===== config.mk =====
export PLATFORM = sky130hd
export DESIGN_NAME = pp_port
export DESIGN_NICKNAME = d
export VERILOG_FILES = /design/src/hw/unused_placeholder_none.sv /design/src/hw/pp_pkg.sv /design/src/hw/pp_sync.sv /design/src/hw/pp_port.sv
export SDC_FILE = /design/constraint.sdc
export NUM_CORES = 1
export LEC_CHECK = 0
export ABC_AREA = 1
export BUFFER_PORTS_ARGS = -buffer_cell sky130_fd_sc_hd__buf_4
export CORE_MARGIN = 5
export CORE_UTILIZATION = 33
export CTS_BUF_LIST = sky130_fd_sc_hd__clkbuf_4
export CTS_CLUSTER_DIAMETER = 30
export DETAILED_ROUTE_END_ITERATION = 6
export PLACE_DENSITY_LB_ADDON = 0.2
export SYNTH_ARGS = -nofsm -noshare
export SYNTH_HDL_FRONTEND = slang
export SYNTH_SLANG_ARGS = --single-unit

===== constraint.sdc =====
create_clock -name core_clk -period 1.2 [get_ports core_clk]
set_input_delay 0.24 -clock core_clk [delete_from_list [all_inputs] [get_ports core_clk]]
set_output_delay 0.24 -clock core_clk [all_outputs]
set_load 0.05 [all_outputs]

===== src/hw/unused_placeholder_none.sv =====
// Intentionally empty compile unit.
`timescale 1ns/1ns
`default_nettype none
`default_nettype wire


===== src/hw/pp_pkg.sv =====
// Constants, types and register map of the parallel host port.
// Assumes a single 100 MHz core clock.
package pp_pkg;

  localparam int CLK_MHZ      = 100;

  localparam int C_SETUP_NS   = 500;
  localparam int C_STROBE_NS  = 500;
  localparam int C_HOLD_NS    = 500;
  localparam int E_SETUP_NS   = 50;
  localparam int E_TIMEOUT_NS = 10000;

  localparam logic [9:0] C_SETUP_CYC   = 10'((C_SETUP_NS * CLK_MHZ + 999) / 1000);
  localparam logic [9:0] C_STROBE_CYC  = 10'((C_STROBE_NS * CLK_MHZ + 999) / 1000);
  localparam logic [9:0] C_HOLD_CYC    = 10'((C_HOLD_NS * CLK_MHZ + 999) / 1000);
  localparam logic [9:0] E_SETUP_CYC   = 10'((E_SETUP_NS * CLK_MHZ + 999) / 1000);
  localparam logic [9:0] E_TIMEOUT_CYC = 10'((E_TIMEOUT_NS * CLK_MHZ) / 1000);

  localparam logic [7:0] REG_DATA     = 8'h00;
  localparam logic [7:0] REG_PINS     = 8'h04;
  localparam logic [7:0] REG_CTRL     = 8'h08;
  localparam logic [7:0] REG_EPP_ADDR = 8'h0c;
  localparam logic [7:0] REG_EPP_DATA = 8'h10;
  localparam logic [7:0] REG_EPP_RD   = 8'h14;
  localparam logic [7:0] REG_IRQ_ST   = 8'h18;
  localparam logic [7:0] REG_IRQ_MASK = 8'h1c;

  localparam int CTRL_STB   = 0;
  localparam int CTRL_LF    = 1;
  localparam int CTRL_INIT  = 2;
  localparam int CTRL_SEL   = 3;
  localparam int CTRL_DIR   = 4;
  localparam int CTRL_EPP   = 5;
  localparam int CTRL_AUTO  = 6;
  localparam int CTRL_ABORT = 7;
  localparam logic [7:0] CTRL_RST = 8'h04;

  localparam int IRQ_ACK   = 0;
  localparam int IRQ_ERR   = 1;
  localparam int IRQ_TX    = 2;
  localparam int IRQ_EDONE = 3;
  localparam int IRQ_ETO   = 4;
  localparam int IRQ_W     = 5;

  localparam int PINS_W = 13;

  typedef enum logic [2:0] {
    S_IDLE     = 3'b000,
    S_C_SETUP  = 3'b001,
    S_C_STROBE = 3'b010,
    S_C_HOLD   = 3'b011,
    S_E_SETUP  = 3'b100,
    S_E_STROBE = 3'b101
  } pp_fsm_t;

  typedef struct packed {
    logic [7:0] lines;
    logic       online;
    logic       paper_out;
    logic       err_n;
    logic       busy_wait;
    logic       ack_n;
  } pp_pins_t;

  typedef struct packed {
    pp_fsm_t          st;
    logic [9:0]       cnt;
    logic [7:0]       ctrl;
    logic [7:0]       dout;
    logic [7:0]       pend;
    logic             pend_v;
    logic [7:0]       epp_rd;
    logic             epp_addr;
    logic             epp_wr;
    logic [IRQ_W-1:0] irq_st;
    logic [IRQ_W-1:0] irq_mask;
    logic [7:0]       rdata;
    logic             ack_prev;
    logic             err_prev;
  } pp_regs_t;

endpackage


===== src/hw/pp_sync.sv =====
// Two-flop synchroniser for a bundle of pin inputs.
// Assumes the inputs are asynchronous to core_clk.
`timescale 1ns/1ns
`default_nettype none
module pp_sync #(
  parameter int W = 1
) (
  input  wire logic         core_clk,
  input  wire logic         resetn,
  input  wire logic [W-1:0] din,
  output logic      [W-1:0] dout
);

  logic [2*W-1:0] sync_q;
  logic [2*W-1:0] sync_d;

  always_comb begin
    sync_d = {sync_q[W-1:0], din};
  end

  always_ff @(posedge core_clk or negedge resetn) begin
    if (!resetn) begin
      sync_q <= '0;
    end else begin
      sync_q <= sync_d;
    end
  end

  assign dout = sync_q[2*W-1:W];

endmodule
`default_nettype wire


===== src/hw/pp_port.sv =====
// Host parallel port: compatibility and EPP pin protocol with a register port.
// Assumes a single core clock; all printer pins are asynchronous.
//
// Behaviour
// - Line feed driven low, released when bit 0.
// - Data strobe low in data cycle, high on abort.
// - Wait low stretches the EPP cycle.
// - Initialise driven low, released when bit 1.
// - Data lines carry bytes both directions.
// - Select driven low, released when bit 0.
// - Address strobe low in address cycle, high on abort.
// - Byte strobe driven low, released when bit 0 outside the auto strobe state.
// - Write strobe low during EPP write cycles.
// - Write strobe returns high on abort.
//
// Strobed register access and the register offsets are this design's own decisions.
`timescale 1ns/1ns
`default_nettype none
module pp_port (
  input  wire logic        core_clk,
  input  wire logic        resetn,
  input  wire logic [7:0]  reg_addr,
  input  wire logic [31:0] reg_wdata,
  input  wire logic        reg_wr,
  input  wire logic        reg_rd,
  output logic      [31:0] reg_rdata,
  output logic             irq,
  input  wire logic        ack_n,
  input  wire logic        busy_wait,
  input  wire logic        err_n,
  input  wire logic        paper_out,
  input  wire logic        peripheral_online,
  input  wire logic [7:0]  port_byte_lines_i,
  output logic      [7:0]  port_byte_lines_o,
  output logic             port_byte_lines_oe,
  output logic             auto_line_feed_n_o,
  output logic             auto_line_feed_n_oe,
  output logic             select_peripheral_n_o,
  output logic             select_peripheral_n_oe,
  output logic             byte_valid_strobe_n_o,
  output logic             byte_valid_strobe_n_oe,
  output logic             init_n_o,
  output logic             init_n_oe
);

  pp_pkg::pp_regs_t q;
  pp_pkg::pp_regs_t d;
  pp_pkg::pp_pins_t pin;
  logic [pp_pkg::PINS_W-1:0] pin_raw;
  logic [pp_pkg::PINS_W-1:0] pin_s;
  logic [pp_pkg::IRQ_W-1:0]  ev;
  logic [pp_pkg::IRQ_W-1:0]  w1c;
  logic                      epp;
  logic                      e_active;
  logic                      wr_data;
  logic                      wr_ctrl;
  logic                      wr_eaddr;
  logic                      wr_edata;
  logic                      wr_erd;
  logic                      abort;
  logic                      epp_epp_data_strobe;
  logic                      epp_epp_address_strobe;
  logic                      epp_write;

  // Pin inputs cross into the core domain
  assign pin_raw = {port_byte_lines_i, peripheral_online, paper_out, err_n, busy_wait, ack_n};

  pp_sync #(
    .W (pp_pkg::PINS_W)
  ) u_sync (
    .core_clk (core_clk),
    .resetn   (resetn),
    .din      (pin_raw),
    .dout     (pin_s)
  );

  assign pin = pin_s;

  assign epp      = q.ctrl[pp_pkg::CTRL_EPP];
  assign e_active = (q.st == pp_pkg::S_E_SETUP) || (q.st == pp_pkg::S_E_STROBE);
  assign wr_data  = reg_wr && (reg_addr == pp_pkg::REG_DATA);
  assign wr_ctrl  = reg_wr && (reg_addr == pp_pkg::REG_CTRL);
  assign wr_eaddr = reg_wr && (reg_addr == pp_pkg::REG_EPP_ADDR);
  assign wr_edata = reg_wr && (reg_addr == pp_pkg::REG_EPP_DATA);
  assign wr_erd   = reg_wr && (reg_addr == pp_pkg::REG_EPP_RD);
  assign abort    = wr_ctrl && reg_wdata[pp_pkg::CTRL_ABORT];
  assign w1c      = (reg_wr && (reg_addr == pp_pkg::REG_IRQ_ST)) ? reg_wdata[pp_pkg::IRQ_W-1:0] : '0;

  always_comb begin
    d          = q;
    ev         = '0;
    d.rdata    = 8'h00;
    d.ack_prev = pin.ack_n;
    d.err_prev = pin.err_n;
    // Peripheral events
    if (q.ack_prev && !pin.ack_n) begin
      ev[pp_pkg::IRQ_ACK] = 1'b1;
    end
    if (q.err_prev && !pin.err_n) begin
      ev[pp_pkg::IRQ_ERR] = 1'b1;
    end
    if (wr_ctrl) begin
      d.ctrl                   = reg_wdata[7:0];
      d.ctrl[pp_pkg::CTRL_ABORT] = 1'b0;
    end
    if (reg_wr && (reg_addr == pp_pkg::REG_IRQ_MASK)) begin
      d.irq_mask = reg_wdata[pp_pkg::IRQ_W-1:0];
    end
    // Compatibility bytes wait in a holding latch
    if (wr_data && !epp) begin
      d.pend   = reg_wdata[7:0];
      d.pend_v = 1'b1;
    end
    case (q.st)
      pp_pkg::S_IDLE: begin
        d.cnt = 10'h000;
        if (epp) begin
          if (wr_eaddr || wr_edata) begin
            d.dout     = reg_wdata[7:0];
            d.epp_wr   = 1'b1;
            d.epp_addr = wr_eaddr;
            d.st       = pp_pkg::S_E_SETUP;
          end else if (wr_erd) begin
            d.epp_wr   = 1'b0;
            d.epp_addr = reg_wdata[0];
            d.st       = pp_pkg::S_E_SETUP;
          end
        end else if (q.pend_v && !pin.busy_wait) begin
          d.dout   = q.pend;
          d.pend_v = wr_data && !epp;
          if (q.ctrl[pp_pkg::CTRL_AUTO]) begin
            d.st = pp_pkg::S_C_SETUP;
          end
        end
      end
      pp_pkg::S_C_SETUP: begin
        d.cnt = q.cnt + 10'h001;
        if (q.cnt == pp_pkg::C_SETUP_CYC - 10'h001) begin
          d.cnt = 10'h000;
          d.st  = pp_pkg::S_C_STROBE;
        end
      end
      pp_pkg::S_C_STROBE: begin
        d.cnt = q.cnt + 10'h001;
        if (q.cnt == pp_pkg::C_STROBE_CYC - 10'h001) begin
          d.cnt = 10'h000;
          d.st  = pp_pkg::S_C_HOLD;
        end
      end
      pp_pkg::S_C_HOLD: begin
        d.cnt = q.cnt + 10'h001;
        if (q.cnt == pp_pkg::C_HOLD_CYC - 10'h001) begin
          d.cnt              = 10'h000;
          d.st               = pp_pkg::S_IDLE;
          ev[pp_pkg::IRQ_TX] = 1'b1;
        end
      end
      pp_pkg::S_E_SETUP: begin
        d.cnt = q.cnt + 10'h001;
        if (q.cnt == pp_pkg::E_SETUP_CYC - 10'h001) begin
          d.cnt = 10'h000;
          d.st  = pp_pkg::S_E_STROBE;
        end
      end
      pp_pkg::S_E_STROBE: begin
        d.cnt = q.cnt + 10'h001;
        if (pin.busy_wait) begin
          d.cnt                 = 10'h000;
          d.st                  = pp_pkg::S_IDLE;
          ev[pp_pkg::IRQ_EDONE] = 1'b1;
          if (!q.epp_wr) begin
            d.epp_rd = pin.lines;
          end
        end else if (q.cnt == pp_pkg::E_TIMEOUT_CYC - 10'h001) begin
          d.cnt               = 10'h000;
          d.st                = pp_pkg::S_IDLE;
          ev[pp_pkg::IRQ_ETO] = 1'b1;
        end
      end
      default: begin
        d.cnt = 10'h000;
        d.st  = pp_pkg::S_IDLE;
      end
    endcase
    // Software abort ends any EPP cycle at once
    if (abort && e_active) begin
      d.cnt = 10'h000;
      d.st  = pp_pkg::S_IDLE;
    end
    // Set wins over clear
    d.irq_st = (q.irq_st & ~w1c) | ev;
    if (reg_rd) begin
      case (reg_addr)
        pp_pkg::REG_DATA: begin
          d.rdata = (q.ctrl[pp_pkg::CTRL_DIR] && !epp) ? pin.lines : q.dout;
        end
        pp_pkg::REG_PINS: begin
          d.rdata = {1'b0, e_active, q.pend_v, pin.online, pin.paper_out, pin.err_n, pin.busy_wait, pin.ack_n};
        end
        pp_pkg::REG_CTRL: begin
          d.rdata = q.ctrl;
        end
        pp_pkg::REG_EPP_RD: begin
          d.rdata = q.epp_rd;
        end
        pp_pkg::REG_IRQ_ST: begin
          d.rdata = {3'b000, q.irq_st};
        end
        pp_pkg::REG_IRQ_MASK: begin
          d.rdata = {3'b000, q.irq_mask};
        end
        default: begin
          d.rdata = 8'h00;
        end
      endcase
    end
  end

  always_ff @(posedge core_clk or negedge resetn) begin
    if (!resetn) begin
      q          <= '0;
      q.st       <= pp_pkg::S_IDLE;
      q.ctrl     <= pp_pkg::CTRL_RST;
      q.ack_prev <= 1'b0;
      q.err_prev <= 1'b0;
    end else begin
      q <= d;
    end
  end

  // EPP strobes, active high; the pins carry them inverted
  assign epp_epp_data_strobe = (q.st == pp_pkg::S_E_STROBE) && !q.epp_addr;
  assign epp_epp_address_strobe = (q.st == pp_pkg::S_E_STROBE) && q.epp_addr;
  assign epp_write = e_active && q.epp_wr;

  always_comb begin
    if (epp) begin
      auto_line_feed_n_o     = !epp_epp_data_strobe;
      auto_line_feed_n_oe    = 1'b1;
      select_peripheral_n_o  = !epp_epp_address_strobe;
      select_peripheral_n_oe = 1'b1;
      byte_valid_strobe_n_o  = !epp_write;
      byte_valid_strobe_n_oe = 1'b1;
      port_byte_lines_oe     = epp_write;
    end else begin
      auto_line_feed_n_o     = 1'b0;
      auto_line_feed_n_oe    = q.ctrl[pp_pkg::CTRL_LF];
      select_peripheral_n_o  = 1'b0;
      select_peripheral_n_oe = q.ctrl[pp_pkg::CTRL_SEL];
      byte_valid_strobe_n_o  = 1'b0;
      byte_valid_strobe_n_oe = q.ctrl[pp_pkg::CTRL_STB] || (q.st == pp_pkg::S_C_STROBE);
      port_byte_lines_oe     = !q.ctrl[pp_pkg::CTRL_DIR];
    end
  end

  assign init_n_o          = 1'b0;
  assign init_n_oe         = !q.ctrl[pp_pkg::CTRL_INIT];
  assign port_byte_lines_o = q.dout;
  assign reg_rdata         = {24'h0000_00, q.rdata};
  assign irq               = |(q.irq_st & q.irq_mask);
endmodule
`default_nettype wire


======== Word-level counts from Yosys, hierarchy flattened ========
Cells that the tools add are included.
operators by class
  reductions and logical operators ........ 39
  eq/ne operators ......................... 24
  bitwise logic cells ..................... 5
  mux-type cells .......................... 41
  $add $sub $neg .......................... 1
operator list
  cell                     count
  $mux W13                 7
  $pmux W13 S6             1
  $pmux W8 S6              1
  $mux W8                  5
  $eq A8 B5 Y1 const B     4
  $mux W1                  18
  $logic_and A1 B1 Y1      17
  $eq A8 B4 Y1 const B     2
  $mux W3                  5
  $add A10 B1 Y10 const B  1
  $and A5 B5 Y5            2
  $eq A10 B10 Y1 const B   1
  $eq A10 B3 Y1 const B    1
  $eq A10 B6 Y1 const B    1
  $logic_not A1 Y1         10
  $ne A3 B3 Y1 const B     3
  $reduce_and A3 Y1        3
  $eq A8 B3 Y1 const B     1
  $logic_not A8 Y1         1
  $ne A4 B4 Y1 const B     2
  $reduce_and A8 Y1        1
  $eq A3 B2 Y1 const B     2
  $eq A3 B3 Y1 const B     2
  $mux W2                  3
  other kinds (13)         16
storage, ports and cells
  flip-flop bits (word level) ............. 93
  input port bits ......................... 57
  output and inout port bits .............. 50

======== Longest topological paths before layout ========
  depth after elaboration ................. 7
  gate-level depth with buffers ........... 11
  gate-level depth less buffers ........... 11

======== Cells and area by module ========
From an unflattened synthesis, not the netlist that was laid out.
unflattened totals
  cells, all modules ...................... 543
  area total of the unflattened synthesis .. 4662.0 µm²
modules (own cells, without submodules)
  module   times used  area an instance (µm²)  cells an instance
  pp_port  1           3913.8                  504
  pp_sync  1           748.2                   39

======== Worst setup path after synthesis ========
Ideal clock, no wire load.
  path type ............................... register to output
  start point ............................. register q[67] (netlist bit)
  end point ............................... output port port_byte_lines_oe
  stages on the path, launching flop included .. 7
  path buffers ............................ 0
  slack ................................... -0.824 ns
  arrival time ............................ 1.784 ns
  path through ............................ dfrtp_1 -> inv_2 -> nor2_4 -> nand2_1 -> nand2_1 -> inv_1 -> a21oi_1
on the way
  word-level cells in the longest chain between the ends .. 4
  elaborated cells between the ends (all ways) .. 5
  those cells by class .................... 2 x eq/ne; 1 x mux; 2 x reduce/logical
RTL lines
  element                line            source
  start: declaration     pp_port.sv:46   pp_pkg::pp_regs_t q;
  $eq A3 B3 Y1           pp_port.sv:80   assign e_active = (q.st == pp_pkg::S_E_SETUP) || (q.st == pp_pkg::S_E_STROBE);
  $logic_or A1 B1 Y1 *   pp_port.sv:80
  $logic_and A1 B1 Y1 *  pp_port.sv:234  assign epp_write = e_active && q.epp_wr;
  $mux W1 *              pp_port.sv:237  if (epp) begin
  end: declaration       pp_port.sv:35   output logic port_byte_lines_oe,
Mark *: on every way between the ends. The rest lies on a longest branch, timed or not.

======== Worst setup path in the final report ========
  start point ............................. register q[66] (netlist bit)
  end point ............................... output port port_byte_lines_oe
Same word-level chain as after synthesis.

==> results.cfg <==
[synthesis]
syn_avg_cell_area_um2 = 8.57
netlist.top_cell.by_area = dfrtp_1
synth.distinct_cells = 37
synth.top_cell.area_share_pct = 49.6
synth_area_leaders = dfrtp_1 50%, nand2_1 12%, buf_4 6.6%
ys_warn_count = 0
ys_seq_elements = 93
synth_cells = 541
seq_area_frac_synth_pct = 50.2
netlist_area_um2 = 4640

[power]
ir_drop_mv = 0.544
power_per_cell_area_nw_per_um2 = 862
leakagePower_nw = 3.30
total_power_mw = 5.86

[placement]
dp_hpwl_um = 9180
placedCellCount = 821
gp_congestion = 0.845
dp_slack_ns = -0.401
io_buffers = 57

[floorplan]
ios = 107
core-area_um2 = 13800
std_cell_rows = 43
die_area_um2 = 16500
die_w_um = 129
start_util_pct = 33.5
die_y_um = 129

[global_route]
grt_use_total_pct = 15.5
antenna_found_initial = 1
grt_max_degree = 26
grt-ovfl-total = 0
grt_pass1_vias = 3973
grt_first_pass_wirelength_um = 20100

[clock_network]
insertion_delay_ns = 0.48
clk_pin_slew_ns = 0.17
root_buffer = clkbuf_4
numCtsBuffers = 9
cts_sinks = 93
cts_max_path_buffers = 2
cts.htree.levels = 3
cts_tree = built

[route]
viasPerCell = 4.53
drc = 0
wl_per_cell_um = 14.4
vias = 4019
drt-initial-drc-count = 249
dr.pass1.iters = 4
ant_nets = 0
wl_um = 12800

[setup_path]
crit_start = q[66]
worstSetupEndpointType = output pin
critPathMaxFanout = 4
cpPeakStageDelay_ns = 0.46
cp_data_required_time_ns = 0.96
reg2reg_from = q[66]
reg2reg_depth = 10
cp_slowest_cell = dfrtp_1
cp-start-kind = register
path_cells = nor2_4, nand2_1, nand2_1, inv_2, a21oi_4, buf_6
cp.arrival_ns = 1.60
crit_type = register to output pin
cpMostUsedCell = nand2_1

[timing]
finalClockSkew_ns = 0.0230
layout_setup_ws_ns = -0.639
period_share_pct = 153
fin_setup_tns_ns = -18.02
rsz0062_at_grt = yes
setup_violations = 68
finalCriticalPeriod_ns = 1.84
timing.fmax_ghz = 0.544
hold_viol_final = 0
drv_slew = 0

[outcome]
status = finished, violations left
violations = setup timing

[hold_path]
hold_start = reg_wdata[6]
worstHoldPathCells = 3
worstHoldPathType = primary input to register

[cells_and_area]
final_nets = 762
n_fill_cell = 1292
drive_gt1_share_pct = 45.4
fin_cells = 888
utilization_pct = 49.1
area_growth_pct = 46.4

[run]
drv_cap = 0
==> sequential cells by signal, summed over array words and instances, names as in the netlist <==
| register | count |
|---|---|
| q | 50 |
| u_sync.sync_q | 26 |
| port_byte_lines_o | 8 |
| reg_rdata | 8 |
| epp | 1 |
==> placed cells by master, fill, tap and decap left out, types with 5 or more instances in the layout <==
master and count:
inv_1 43, o21ai_0 38, nor2_2 15, xor2_1 5, nand3_2 11, dlygate4sd3_1 14, nand2_4 15, nand3_1 19
a21oi_1 5, buf_4 110, inv_6 5, inv_2 11, clkbuf_4 9, buf_6 39, nand2_2 30, conb_1 25
o21ai_1 5, nor2_4 15, nand2_1 110, o21ai_2 27, dfrtp_1 90, nor2_1 26
==> power by group <==
part | total (mW) | internal (mW) | switching, mW
Combinational | 0.889 | 0.309 | 0.580
Clock | 1.70 | 0.478 | 1.22
Sequential | 3.27 | 3.22 | 0.0463
Total | 5.86 | 4.01 | 1.85
==> per-stage QoR <==
stage          hold WS (ns)  cell area [µm²]
2_1_floorplan       -0.0556             4810
4_1_cts              0.0110             6340
5_1_grt              0.0370             6790
3_3_place_gp          0.186             5630
6_report             0.0476             6790
3_5_place_dp          0.184             5630
==> kinds of logic (layout without fill, tap and decap cells) <==
| logic type | after synthesis | after routing | synth area share [%] |
|---|---|---|---|
| xor+xnor | 6 | 6 | 1.13 |
| simple gates | 252 | 255 | 24.8 |
| fa+ha+maj | 3 | 3 | 0.809 |
| buf+inv | 104 | 243 | 12.5 |
| other cells | 1 | 26 | 0.0809 |
| flops | 93 | 93 | 50.2 |
| compound gates | 82 | 82 | 10.5 |
==> cells in the mapped netlist <==
master	n
nand2_1	146
dfrtp_1	92
o21ai_0	50
inv_1	49
nor2_1	44
buf_4	41
nand3_1	29
o21ai_2	17
nor2_2	8
a21oi_1	7
inv_2	5
nand2_4	5
xor2_1	5
buf_6	4
nand2_2	4
nor2_4	4
o21ai_1	4
clkbuf_1	3
ha_1	3
nor3_1	3
nand3_2	2
a221oi_1	1
a31oi_1	1
and2_1	1
buf_2	1
conb_1	1
dfstp_2	1
inv_4	1
nand2_8	1
nand3_4	1
nand4_1	1
nor2_8	1
nor4_1	1
o2bb2ai_1	1
o31ai_1	1
or2_1	1
xnor2_1	1
==> path summary, 6_finish.rpt <==
kind                                       to  slack (ns)
min in group asynchronous    u_sync.sync_q[1]        0.19
hold reg to reg             u_sync.sync_q[22]        0.37
setup reg to reg                        q[65]       -0.39
setup / recovery           port_byte_lines_oe       -0.64
hold / removal                          q[37]        0.05
max in group asynchronous   u_sync.sync_q[20]        0.49
==> layout make-up <==
cell class	count	area [µm²]	area share, %
Antenna cell	1	2.50	0.0369
Clock buffer	9	67.6	0.995
Clock inverter	7	62.6	0.921
Inverter	55	209	3.08
Multi-Input combinational cell	371	2320	34.2
Sequential cell	93	2330	34.3
Tap cell	180	225	3.32
Timing Repair Buffer	172	1570	23.1
==> metal layers <==
metal	vias to the layer above	wire (µm)	global-route usage [%]
li1	1984	-	-
met2	90	6250	24.9
met1	1931	5750	20.9
met4	0	257	5.06
met3	14	566	3.57
met5	-	0	0
==> critical path: cells and delay by family, from the launching register on <==
family	cells	cell delay, ns
AND/OR/NAND/NOR	3	0.33
AO/OA/AOI/OAI	1	0.11
buffers and inverters	2	0.23
flip-flops	1	0.46
==> repair_timing <==
action,in CTS,in global routing
resized for setup,79,87
setup buffers,20,16
setup endpoints to repair,75,76
hold buffers,14,0
pin swaps,21,30
hold endpoints to repair,93,0
gates cloned,2,2
(Power assumes the default switching activity.)
